==> src/include/fwd_pkg.sv <==
/*
  Shared constants and types for the video forwarding mode control block:
  register offsets, field positions, reset values, sync modes, beat and
  register request layouts.
  Assumes it is compiled before any file of the block.
*/
package fwd_pkg;

  // ----------------------------------------------------------------------
  // Sizes
  // ----------------------------------------------------------------------
  localparam int NUM_RX     = 4;
  localparam int NUM_OUT    = 2;
  localparam int DATA_W     = 16;
  localparam int FIFO_DEPTH = 16;

  // ----------------------------------------------------------------------
  // Register offsets and reset values
  // ----------------------------------------------------------------------
  localparam logic [7:0] ADDR_PORT_CTL = 8'h20;
  localparam logic [7:0] ADDR_MODE_CTL = 8'h21;
  localparam logic [7:0] ADDR_STATUS   = 8'h22;
  localparam logic [7:0] RST_PORT_CTL  = 8'hF0;
  localparam logic [7:0] RST_MODE_CTL  = 8'h03;
  localparam logic [7:0] RST_STATUS    = 8'h00;

  // ----------------------------------------------------------------------
  // Field positions
  // ----------------------------------------------------------------------
  localparam int POS_MAP       = 0;  // port_forward_control, 4 bits
  localparam int POS_DIS       = 4;  // port_forward_control, 4 bits
  localparam int POS_RR0       = 0;  // forwarding_mode_control, 1 bit per out
  localparam int POS_SYNC0     = 2;  // forwarding_mode_control, 2 bits per out
  localparam int POS_AS_AVAIL  = 6;
  localparam int POS_REPLICATE = 7;
  localparam int POS_LIVE      = 0;  // forwarding_status, 1 bit per out
  localparam int POS_FAIL      = 2;  // forwarding_status, 1 bit per out

  // ----------------------------------------------------------------------
  // Types
  // ----------------------------------------------------------------------
  typedef enum logic [1:0] {
    SYNC_OFF,
    SYNC_BASIC,
    SYNC_INTERLEAVE,
    SYNC_CONCAT
  } sync_mode_t;

  typedef struct packed {
    logic              fs;
    logic              fe;
    logic [1:0]        src;
    logic [DATA_W-1:0] data;
  } beat_t;

  typedef struct packed {
    logic       wr;
    logic       rd;
    logic [7:0] addr;
    logic [7:0] wdata;
  } reg_req_t;

endpackage

==> src/hw/video_forwarding_mode_control.sv <==
/*
  Forwarding engines of a four-input, two-output video hub, with their
  control and status registers, and the output FIFO module they feed.
  Assumes receive ports and the register master run on clk_sys; each
  receive port holds valid and its beat until it sees a pop pulse.
*/
// Added by the designer: strobed register access.
`timescale 1ns/1ps

// ------------------------------------------------------------------------
// Output FIFO
// ------------------------------------------------------------------------
module fwd_fifo #(
  parameter int WIDTH = 20,
  parameter int DEPTH = 16
) (
  // Clock and reset
  input  wire logic             clk_sys,
  input  wire logic             reset,
  // Filling side
  input  wire logic             in_valid,
  input  wire logic [WIDTH-1:0] in_data,
  output      logic             in_ready,
  // Draining side
  output      logic             out_valid,
  output      logic [WIDTH-1:0] out_data,
  input  wire logic             out_ready
);
  localparam int AW = $clog2(DEPTH);

  logic [WIDTH-1:0] mem_q [DEPTH];
  logic [AW-1:0]    wr_q;
  logic [AW-1:0]    rd_q;
  logic [AW:0]      count_q;
  logic             push;
  logic             pop;

  // Output stage is a register so the block's outputs come from flops
  assign in_ready = (count_q != (AW+1)'(DEPTH));
  assign push     = in_valid && in_ready;
  assign pop      = (count_q != '0) && (!out_valid || out_ready);

  // Storage write
  always_ff @(posedge clk_sys)
  begin
    if (push)
    begin
      mem_q[wr_q] <= in_data;
    end
  end

  // Pointers and fill count
  always_ff @(posedge clk_sys or posedge reset)
  begin
    if (reset)
    begin
      wr_q    <= '0;
      rd_q    <= '0;
      count_q <= '0;
    end
    else
    begin
      if (push)
      begin
        wr_q <= (wr_q == AW'(DEPTH-1)) ? '0 : wr_q + 1'b1;
      end
      if (pop)
      begin
        rd_q <= (rd_q == AW'(DEPTH-1)) ? '0 : rd_q + 1'b1;
      end
      count_q <= count_q + (AW+1)'(push) - (AW+1)'(pop);
    end
  end

  // Show-ahead output register
  always_ff @(posedge clk_sys or posedge reset)
  begin
    if (reset)
    begin
      out_valid <= 1'b0;
      out_data  <= '0;
    end
    else if (pop)
    begin
      out_valid <= 1'b1;
      out_data  <= mem_q[rd_q];
    end
    else if (out_ready)
    begin
      out_valid <= 1'b0;
    end
  end
endmodule

// Contract
// - Each output's two-bit sync selector means off, basic, interleave, concat; out0 at 3:2.
// - Bit 1 enables round-robin forwarding on output 1 and resets to 1.
// - Bit 0 enables round-robin forwarding on output 0, resets to 1, and 0 disables it.
// - Round-robin forwarding makes no alignment attempt and grants pending ports in rotation.
// - In sync forwarding a detected loss of sync sets the failure flag, bit 3 out1, bit 2 out0.
// - A failure flag is set only after one complete synchronized frame has been sent.
// - Failure flags are sticky and clear when the status register is read.
// - Live bit 1 (out1) and 0 (out0) show that synchronized video is being delivered.
// - The live bit reads 0 whenever that output's sync selector is off.
// - Each receive port has a forwarding disable bit, all resetting to 1.
// - Each receive port's map bit sends it to output 0 or 1; software disables before remapping.
// - Sync forwarding waits for a line from every enabled mapped port unless send-when-ready, which concat mode ignores.
module video_forwarding_mode_control #(
  parameter int NUM_RX     = fwd_pkg::NUM_RX,
  parameter int FIFO_DEPTH = fwd_pkg::FIFO_DEPTH
) (
  // Clock and reset
  input  wire logic                              clk_sys,
  input  wire logic                              reset,
  // Register port
  input  wire fwd_pkg::reg_req_t                 reg_req,
  output      logic [7:0]                        reg_rdata,
  // Receive ports
  input  wire logic [NUM_RX-1:0]                 rx_valid,
  input  wire fwd_pkg::beat_t [NUM_RX-1:0]       rx_beat,
  output      logic [NUM_RX-1:0]                 rx_pop,
  // Output streams
  output      logic [fwd_pkg::NUM_OUT-1:0]       out_valid,
  output      fwd_pkg::beat_t [fwd_pkg::NUM_OUT-1:0] out_beat,
  input  wire logic [fwd_pkg::NUM_OUT-1:0]       out_ready
);
  localparam int NO = fwd_pkg::NUM_OUT;

  // ----------------------------------------------------------------------
  // Helpers
  // ----------------------------------------------------------------------
  // Lowest set bit at or after ptr, wrapping; {found, index}
  function automatic logic [2:0] rr_pick(logic [3:0] req, logic [1:0] ptr);
    logic [2:0] r;
    logic [1:0] k;
    r = 3'h0;
    for (int i = 3; i >= 0; i--)
    begin
      k = ptr + 2'(i);
      if (req[k])
      begin
        r = {1'b1, k};
      end
    end
    return r;
  endfunction

  function automatic fwd_pkg::sync_mode_t sync_sel(logic [7:0] ctl, int o);
    return fwd_pkg::sync_mode_t'(ctl[fwd_pkg::POS_SYNC0 + 2*o +: 2]);
  endfunction

  // ----------------------------------------------------------------------
  // Registers
  // ----------------------------------------------------------------------
  logic [7:0]    port_ctl_q;
  logic [7:0]    mode_ctl_q;
  logic [NO-1:0] live_q;
  logic [NO-1:0] fail_q;
  logic [NO-1:0] seen_q;
  logic [3:0]    set_q [NO];
  logic [1:0]    ptr_q [NO];

  logic [3:0]           dis;
  logic [3:0]           map;
  logic                 as_avail;
  logic [3:0]           members [NO];
  logic [3:0]           elig [NO];
  logic [NO-1:0]        pick_v;
  logic [1:0]           pick_i [NO];
  logic [NO-1:0]        pick_rr;
  logic [NO-1:0]        latch;
  logic [NO-1:0]        mismatch;
  logic [NO-1:0]        frame_ok;
  logic [NO-1:0]        fifo_ready;
  fwd_pkg::beat_t [NO-1:0] push_beat;
  logic [3:0]           pop_d;
  logic                 status_rd;

  assign dis       = port_ctl_q[fwd_pkg::POS_DIS +: 4];
  assign map       = port_ctl_q[fwd_pkg::POS_MAP +: 4];
  assign as_avail  = mode_ctl_q[fwd_pkg::POS_AS_AVAIL];
  assign status_rd = reg_req.rd && (reg_req.addr == fwd_pkg::ADDR_STATUS);

  // Control register writes
  always_ff @(posedge clk_sys or posedge reset)
  begin
    if (reset)
    begin
      port_ctl_q <= fwd_pkg::RST_PORT_CTL;
      mode_ctl_q <= fwd_pkg::RST_MODE_CTL;
    end
    else if (reg_req.wr)
    begin
      if (reg_req.addr == fwd_pkg::ADDR_PORT_CTL)
      begin
        port_ctl_q <= reg_req.wdata;
      end
      if (reg_req.addr == fwd_pkg::ADDR_MODE_CTL)
      begin
        mode_ctl_q <= reg_req.wdata;
      end
    end
  end

  // Read data one cycle after the strobe; unmapped reads give zero
  always_ff @(posedge clk_sys or posedge reset)
  begin
    if (reset)
    begin
      reg_rdata <= 8'h00;
    end
    else if (reg_req.rd)
    begin
      case (reg_req.addr)
        fwd_pkg::ADDR_PORT_CTL: reg_rdata <= port_ctl_q;
        fwd_pkg::ADDR_MODE_CTL: reg_rdata <= mode_ctl_q;
        fwd_pkg::ADDR_STATUS:   reg_rdata <= {4'h0, fail_q, live_q};
        default:                reg_rdata <= 8'h00;
      endcase
    end
    else
    begin
      reg_rdata <= 8'h00;
    end
  end

  // ----------------------------------------------------------------------
  // Forwarding engines
  // ----------------------------------------------------------------------
  // Grant selection. A port popped last cycle is skipped once, since its
  // source has not yet had a chance to present the next beat.
  always_comb
  begin
    pop_d = '0;
    for (int o = 0; o < NO; o++)
    begin
      fwd_pkg::sync_mode_t md;
      logic [2:0] pk;
      logic [3:0] fs_m;
      logic [3:0] fe_m;
      md = sync_sel(mode_ctl_q, o);
      pk = 3'h0;
      for (int p = 0; p < 4; p++)
      begin
        members[o][p] = !dis[p] && (map[p] == o[0]);
        fs_m[p] = rx_beat[p].fs;
        fe_m[p] = rx_beat[p].fe;
      end
      elig[o]     = members[o] & rx_valid & ~rx_pop;
      pick_v[o]   = 1'b0;
      pick_i[o]   = 2'h0;
      pick_rr[o]  = 1'b0;
      latch[o]    = 1'b0;
      // Beats of a latched set must agree on frame start and end
      mismatch[o] = ((fs_m & members[o]) != '0) && ((fs_m | ~members[o]) != 4'hF);
      mismatch[o] = mismatch[o] ||
                    (((fe_m & members[o]) != '0) && ((fe_m | ~members[o]) != 4'hF));
      frame_ok[o] = !mismatch[o] && ((fe_m | ~members[o]) == 4'hF);
      if (set_q[o] != '0)
      begin
        pk = rr_pick(set_q[o] & elig[o], 2'h0);  // drain the aligned set
      end
      else if (md != fwd_pkg::SYNC_OFF &&
               !(as_avail && md != fwd_pkg::SYNC_CONCAT))
      begin
        // Hold until every enabled mapped port has a line
        latch[o] = (members[o] != '0) && ((members[o] & ~elig[o]) == '0);
      end
      else if (md != fwd_pkg::SYNC_OFF || mode_ctl_q[fwd_pkg::POS_RR0 + o])
      begin
        pk = rr_pick(elig[o], ptr_q[o]);
        pick_rr[o] = pk[2];
      end
      pick_v[o] = pk[2] && fifo_ready[o];
      pick_i[o] = pk[1:0];
      push_beat[o]     = rx_beat[pk[1:0]];
      push_beat[o].src = pk[1:0];
      if (pick_v[o])
      begin
        pop_d[pk[1:0]] = 1'b1;
      end
    end
  end

  // Pop pulses to the receive ports
  always_ff @(posedge clk_sys or posedge reset)
  begin
    if (reset)
    begin
      rx_pop <= '0;
    end
    else
    begin
      rx_pop <= pop_d;
    end
  end

  // Aligned set and rotation pointer per output
  always_ff @(posedge clk_sys or posedge reset)
  begin
    if (reset)
    begin
      for (int o = 0; o < NO; o++)
      begin
        set_q[o] <= '0;
        ptr_q[o] <= '0;
      end
    end
    else
    begin
      for (int o = 0; o < NO; o++)
      begin
        if (latch[o])
        begin
          set_q[o] <= members[o];
        end
        else
        begin
          // Ports disabled mid-set drop out rather than stall the output
          set_q[o] <= set_q[o] & members[o] & ~(pick_v[o] ? 4'(1 << pick_i[o]) : 4'h0);
        end
        if (pick_v[o] && pick_rr[o])
        begin
          ptr_q[o] <= pick_i[o] + 2'h1;
        end
      end
    end
  end

  // Synchronization tracking: live, frame seen, failure flag
  always_ff @(posedge clk_sys or posedge reset)
  begin
    if (reset)
    begin
      live_q <= '0;
      seen_q <= '0;
      fail_q <= '0;
    end
    else
    begin
      for (int o = 0; o < NO; o++)
      begin
        if (sync_sel(mode_ctl_q, o) == fwd_pkg::SYNC_OFF)
        begin
          live_q[o] <= 1'b0;
          seen_q[o] <= 1'b0;
        end
        else if (latch[o] && mismatch[o])
        begin
          live_q[o] <= 1'b0;
          seen_q[o] <= 1'b0;
        end
        else if (latch[o] && frame_ok[o])
        begin
          live_q[o] <= 1'b1;
          seen_q[o] <= 1'b1;
        end
        // A new failure in the reading cycle survives the clear
        if (latch[o] && mismatch[o] && seen_q[o])
        begin
          fail_q[o] <= 1'b1;
        end
        else if (status_rd)
        begin
          fail_q[o] <= 1'b0;
        end
      end
    end
  end

  // ----------------------------------------------------------------------
  // Output buffering
  // ----------------------------------------------------------------------
  for (genvar o = 0; o < NO; o++)
  begin : g_out
    fwd_fifo #(
      .WIDTH ($bits(fwd_pkg::beat_t)),
      .DEPTH (FIFO_DEPTH)
    ) u_fifo (
      .clk_sys   (clk_sys),
      .reset     (reset),
      .in_valid  (pick_v[o]),
      .in_data   (push_beat[o]),
      .in_ready  (fifo_ready[o]),
      .out_valid (out_valid[o]),
      .out_data  (out_beat[o]),
      .out_ready (out_ready[o])
    );
  end
endmodule

==> config.mk <==
export PLATFORM = sky130hd
export DESIGN_NAME = video_forwarding_mode_control
export DESIGN_NICKNAME = d
export VERILOG_FILES = /design/src/include/fwd_pkg.sv /design/src/hw/video_forwarding_mode_control.sv
export SDC_FILE = /design/constraint.sdc
export NUM_CORES = 1
export LEC_CHECK = 0
export ABC_CLOCK_PERIOD_IN_PS = 11100
export BUFFER_PORTS_ARGS = -buffer_cell sky130_fd_sc_hd__buf_2
export CAP_MARGIN = 20
export CORE_UTILIZATION = 45
export CTS_CLUSTER_DIAMETER = 50
export DETAILED_ROUTE_END_ITERATION = 8
export MAX_ROUTING_LAYER = met4
export PLACE_DENSITY_LB_ADDON = 0.25
export SLEW_MARGIN = 20
export SYNTH_ARGS = -nofsm -noshare
export SYNTH_HDL_FRONTEND = slang
export SYNTH_SLANG_ARGS = --single-unit
==> constraint.sdc <==
create_clock -name clk_sys -period 11.1 [get_ports clk_sys]
set_input_delay 2.22 -clock clk_sys [delete_from_list [all_inputs] [get_ports clk_sys]]
set_output_delay 2.22 -clock clk_sys [all_outputs]
set_load 0.05 [all_outputs]
==> flow_summary.ini <==
[grt]
use_met3_pct = 2.84
grt_pass1_wl_mm = 105
use_met2_pct = 34.2
antenna_found_initial = 0
grt_pass1_vias = 16717
grt_usage_pct = 20.9
grt_max_degree = 67
grt_overflow = 0
top_usage_layer = met2
globalRouteMet1Util_pct = 27.7

[setup_path]
start_kind = input port
path_class = in2reg
endpoint_kind = flop
arrival_ns = 5.40
required_ns = 11.42
crit_slowest_cell = nor4bb_2
cp_cell_sequence = buf_2 > nor4bb_2 > nor4_1 > o311a_1 > nor2_2 > and3_1 > and2_1 > buf_4
path_max_fanout = 16
max_stage_delay_ns = 0.71

[logic_synthesis]
ys_warn_count = 0
async_flop_share_pct = 14.9
synth_edf_count = 640
syn-num-nets = 1711
synthCells = 1573
ys_seq_elements = 752
synthDistinctLibCells = 74
synth_area_per_cell_um2 = 19.9
synth_flop_cell = edfxtp_1
ys_seq_area_share_pct = 70.5
syn_area_um2 = 31200

[floorplan]
fp-row-count = 96
die_x_um = 265
fp.dieArea_um2 = 70500
die_h_um = 265
core_area_um2 = 68600
start_util_pct = 45.5
ios = 160

[pwr]
pwr_density_cell_nw_per_um2 = 233
peakVddDrop_uv = 186
intPower_w = 0.00589
power_frac_seq_pct = 42.2
swShare_pct = 30.1
p_leak_nw = 12.6
clkPwrFrac_pct = 32.2
pwr-share-comb_pct = 25.6
power.switching_w = 0.00254

[sta]
period_share_pct = 45.8
finalSetupViolCount = 0
hold_viol = 0
maxSlewHeadroom_pct = 27.0
worst_pin_slew_ns = 1.07
fin_tns_setup_ns = 0
finalMaxSlewViolations = 0
rsz0062_at_grt = false
fin_skew_ns = 0.0594
max_freq_mhz = 197
fin_crit_ns = 5.08

[clocking]
cts-buffers-inserted = 86
htree_levels = 3
ctsHoldBuffers = 0
post_cts_buffers = 0
cts_buffer_depth = 3
clk_latency_ns = 0.65
clkTransAtPathRegs_ns = 0.06
cts.sinks = 752
cts_resized = 0
cts_tree = done
cts_root_buf = clkbuf_16

[placed_design]
post_dp_cell_area_um2 = 33300
io_buffers = 151
gp_routability_congestion = 0.836
hpwlAfterDp_mm = 41.5

[cells_and_area]
mostFrequentLayoutCell = edfxtp_1
fin_area_um2 = 36100
final_cell_mix = edfxtp_1, mux4_2, buf_2
nets = 1924
drive_gt1_share_pct = 36.0
diodes = 0
area_growth_pct = 15.6

[detailed_routing]
via_per_inst = 5.73
routed-via-count = 15977
ant_nets = 0
drc = 0
wl_per_cell_um = 25.1
dr.pass1.iters = 6
drt-initial-drc-count = 1231
routed_wl_mm = 70.0

[run]
drv_cap = 0

[status]
status = finished, final reports clean

[hold_path]
hold_class = reg2reg
final timing paths:
check / startpoint / end / slack, ns / cells past startpoint
min reg2reg: g_out[1].u_fifo.out_data[13]$_DFFE_PP0P_ / g_out[1].u_fifo.out_data[13]$_DFFE_PP0P_ / 0.50 / 1
min: g_out[1].u_fifo.out_data[13]$_DFFE_PP0P_ / g_out[1].u_fifo.out_data[13]$_DFFE_PP0P_ / 0.50 / 1
max reg2reg: port_ctl_q[0]$_DFFE_PP0P_ / g_out[0].u_fifo.mem_q[15][6]$_DFFE_PP_ / 7.10 / 7
min in group asynchronous: reset / g_out[1].u_fifo.count_q[1]$_DFF_PP0_ / 1.69 / 2
max in group asynchronous: reset / g_out[0].u_fifo.rd_q[0]$_DFFE_PP0P_ / 8.10 / 3
max: rx_valid[0] / g_out[1].u_fifo.mem_q[15][18]$_DFFE_PP_ / 6.02 / 8
layout make-up:
type	instances	area [um2]
flip-flops and latches	752	22000
inverters	38	148
multi-input cells	701	8820
repair buffers	207	1180
fillers	5416	32500
well taps	931	1160
clock inverters	54	503
clock buffers	106	2250
power by group through the flow:
stage	clock [W]	sequential [W]	combinational, W
finish	0.00271	0.00355	0.00216
global route	0.00287	0.00360	0.00230
CTS	0.00276	0.00357	0.00219
detailed placement	0	0.00363	0.00219
global placement	0	0.00362	0.00216
floorplan	0	0.00369	0.00152
worst max-delay path: cells and delay by family:
kind / cells / cell delay (ns)
AND/OR/NAND/NOR: 5 / 2.27
AO/OA/AOI/OAI: 1 / 0.41
buffers and inverters: 2 / 0.47
synthesized netlist by cell type, types with 5 or more instances:
library cell  number  share of area [%]
a31oi_1            7               0.14
clkbuf_1          36               0.43
nor2b_1            7               0.14
edfxtp_1         640                 62
mux4_2           200                 14
mux2i_1          118                3.8
nand2_1           26               0.31
a221oi_1           6               0.17
nor4_1             6               0.12
nor4b_1            5               0.14
a22oi_1            6               0.14
a22o_1             7               0.20
buf_2             24               0.38
and2_1            24               0.48
ha_1              30                1.2
nand2b_1           9               0.18
buf_1             10               0.12
mux2_2            63                2.3
nor2_1            37               0.44
dfrtp_1          106                8.5
nor4b_2            5               0.24
dfstp_2            6               0.50
nor3_1            15               0.24
o21ai_0           21               0.34
nand3_1           12               0.19
inv_1             37               0.44
a21oi_1           21               0.34
xnor2_1            9               0.25
metrics by stage:
step | hold slack, ns | utilization, % | setup WS (ns) | std cells | power [W]
floorplan | 0.466 | - | 5.93 | 1573 | 0.00520
global placement | 0.483 | 48.5 | 5.22 | 2628 | 0.00578
detailed placement | 0.490 | 48.5 | 5.10 | 2628 | 0.00582
CTS | 0.504 | 52.6 | 5.77 | 2788 | 0.00852
global route | 0.518 | 52.6 | 5.85 | 2789 | 0.00877
finish | 0.500 | 52.6 | 6.02 | 2789 | 0.00843
routing by layer:
metal	up-vias	routed length (um)
met5	-	0
li1	6875	-
met4	0	1470
met3	114	3350
met1	8520	29900
met2	468	35300
logic make-up (layout without fill, tap and decap cells):
group / Yosys count / in the layout / share of synthesized area [%]
fa+ha+maj: 33 / 33 / 1.36
simple gates: 169 / 169 / 3.13
xor+xnor: 13 / 13 / 0.365
buf+inv: 120 / 405 / 1.84
flops: 752 / 752 / 70.5
compound gates: 105 / 105 / 2.31
mux: 381 / 381 / 20.5
state kept, by name, summed over array words and instances, names as in the netlist:
signal	count
fail_q	2
g_out.u_fifo.count_q	10
g_out.u_fifo.mem_q	640
g_out.u_fifo.out_data	40
g_out.u_fifo.out_valid	2
g_out.u_fifo.rd_q	8
g_out.u_fifo.wr_q	8
live_q	1
mode_ctl_q	8
port_ctl_q	8
ptr_q	4
reg_rdata	8
rx_pop	4
seen_q	1
set_q	8
(Power assumes the default switching activity.)
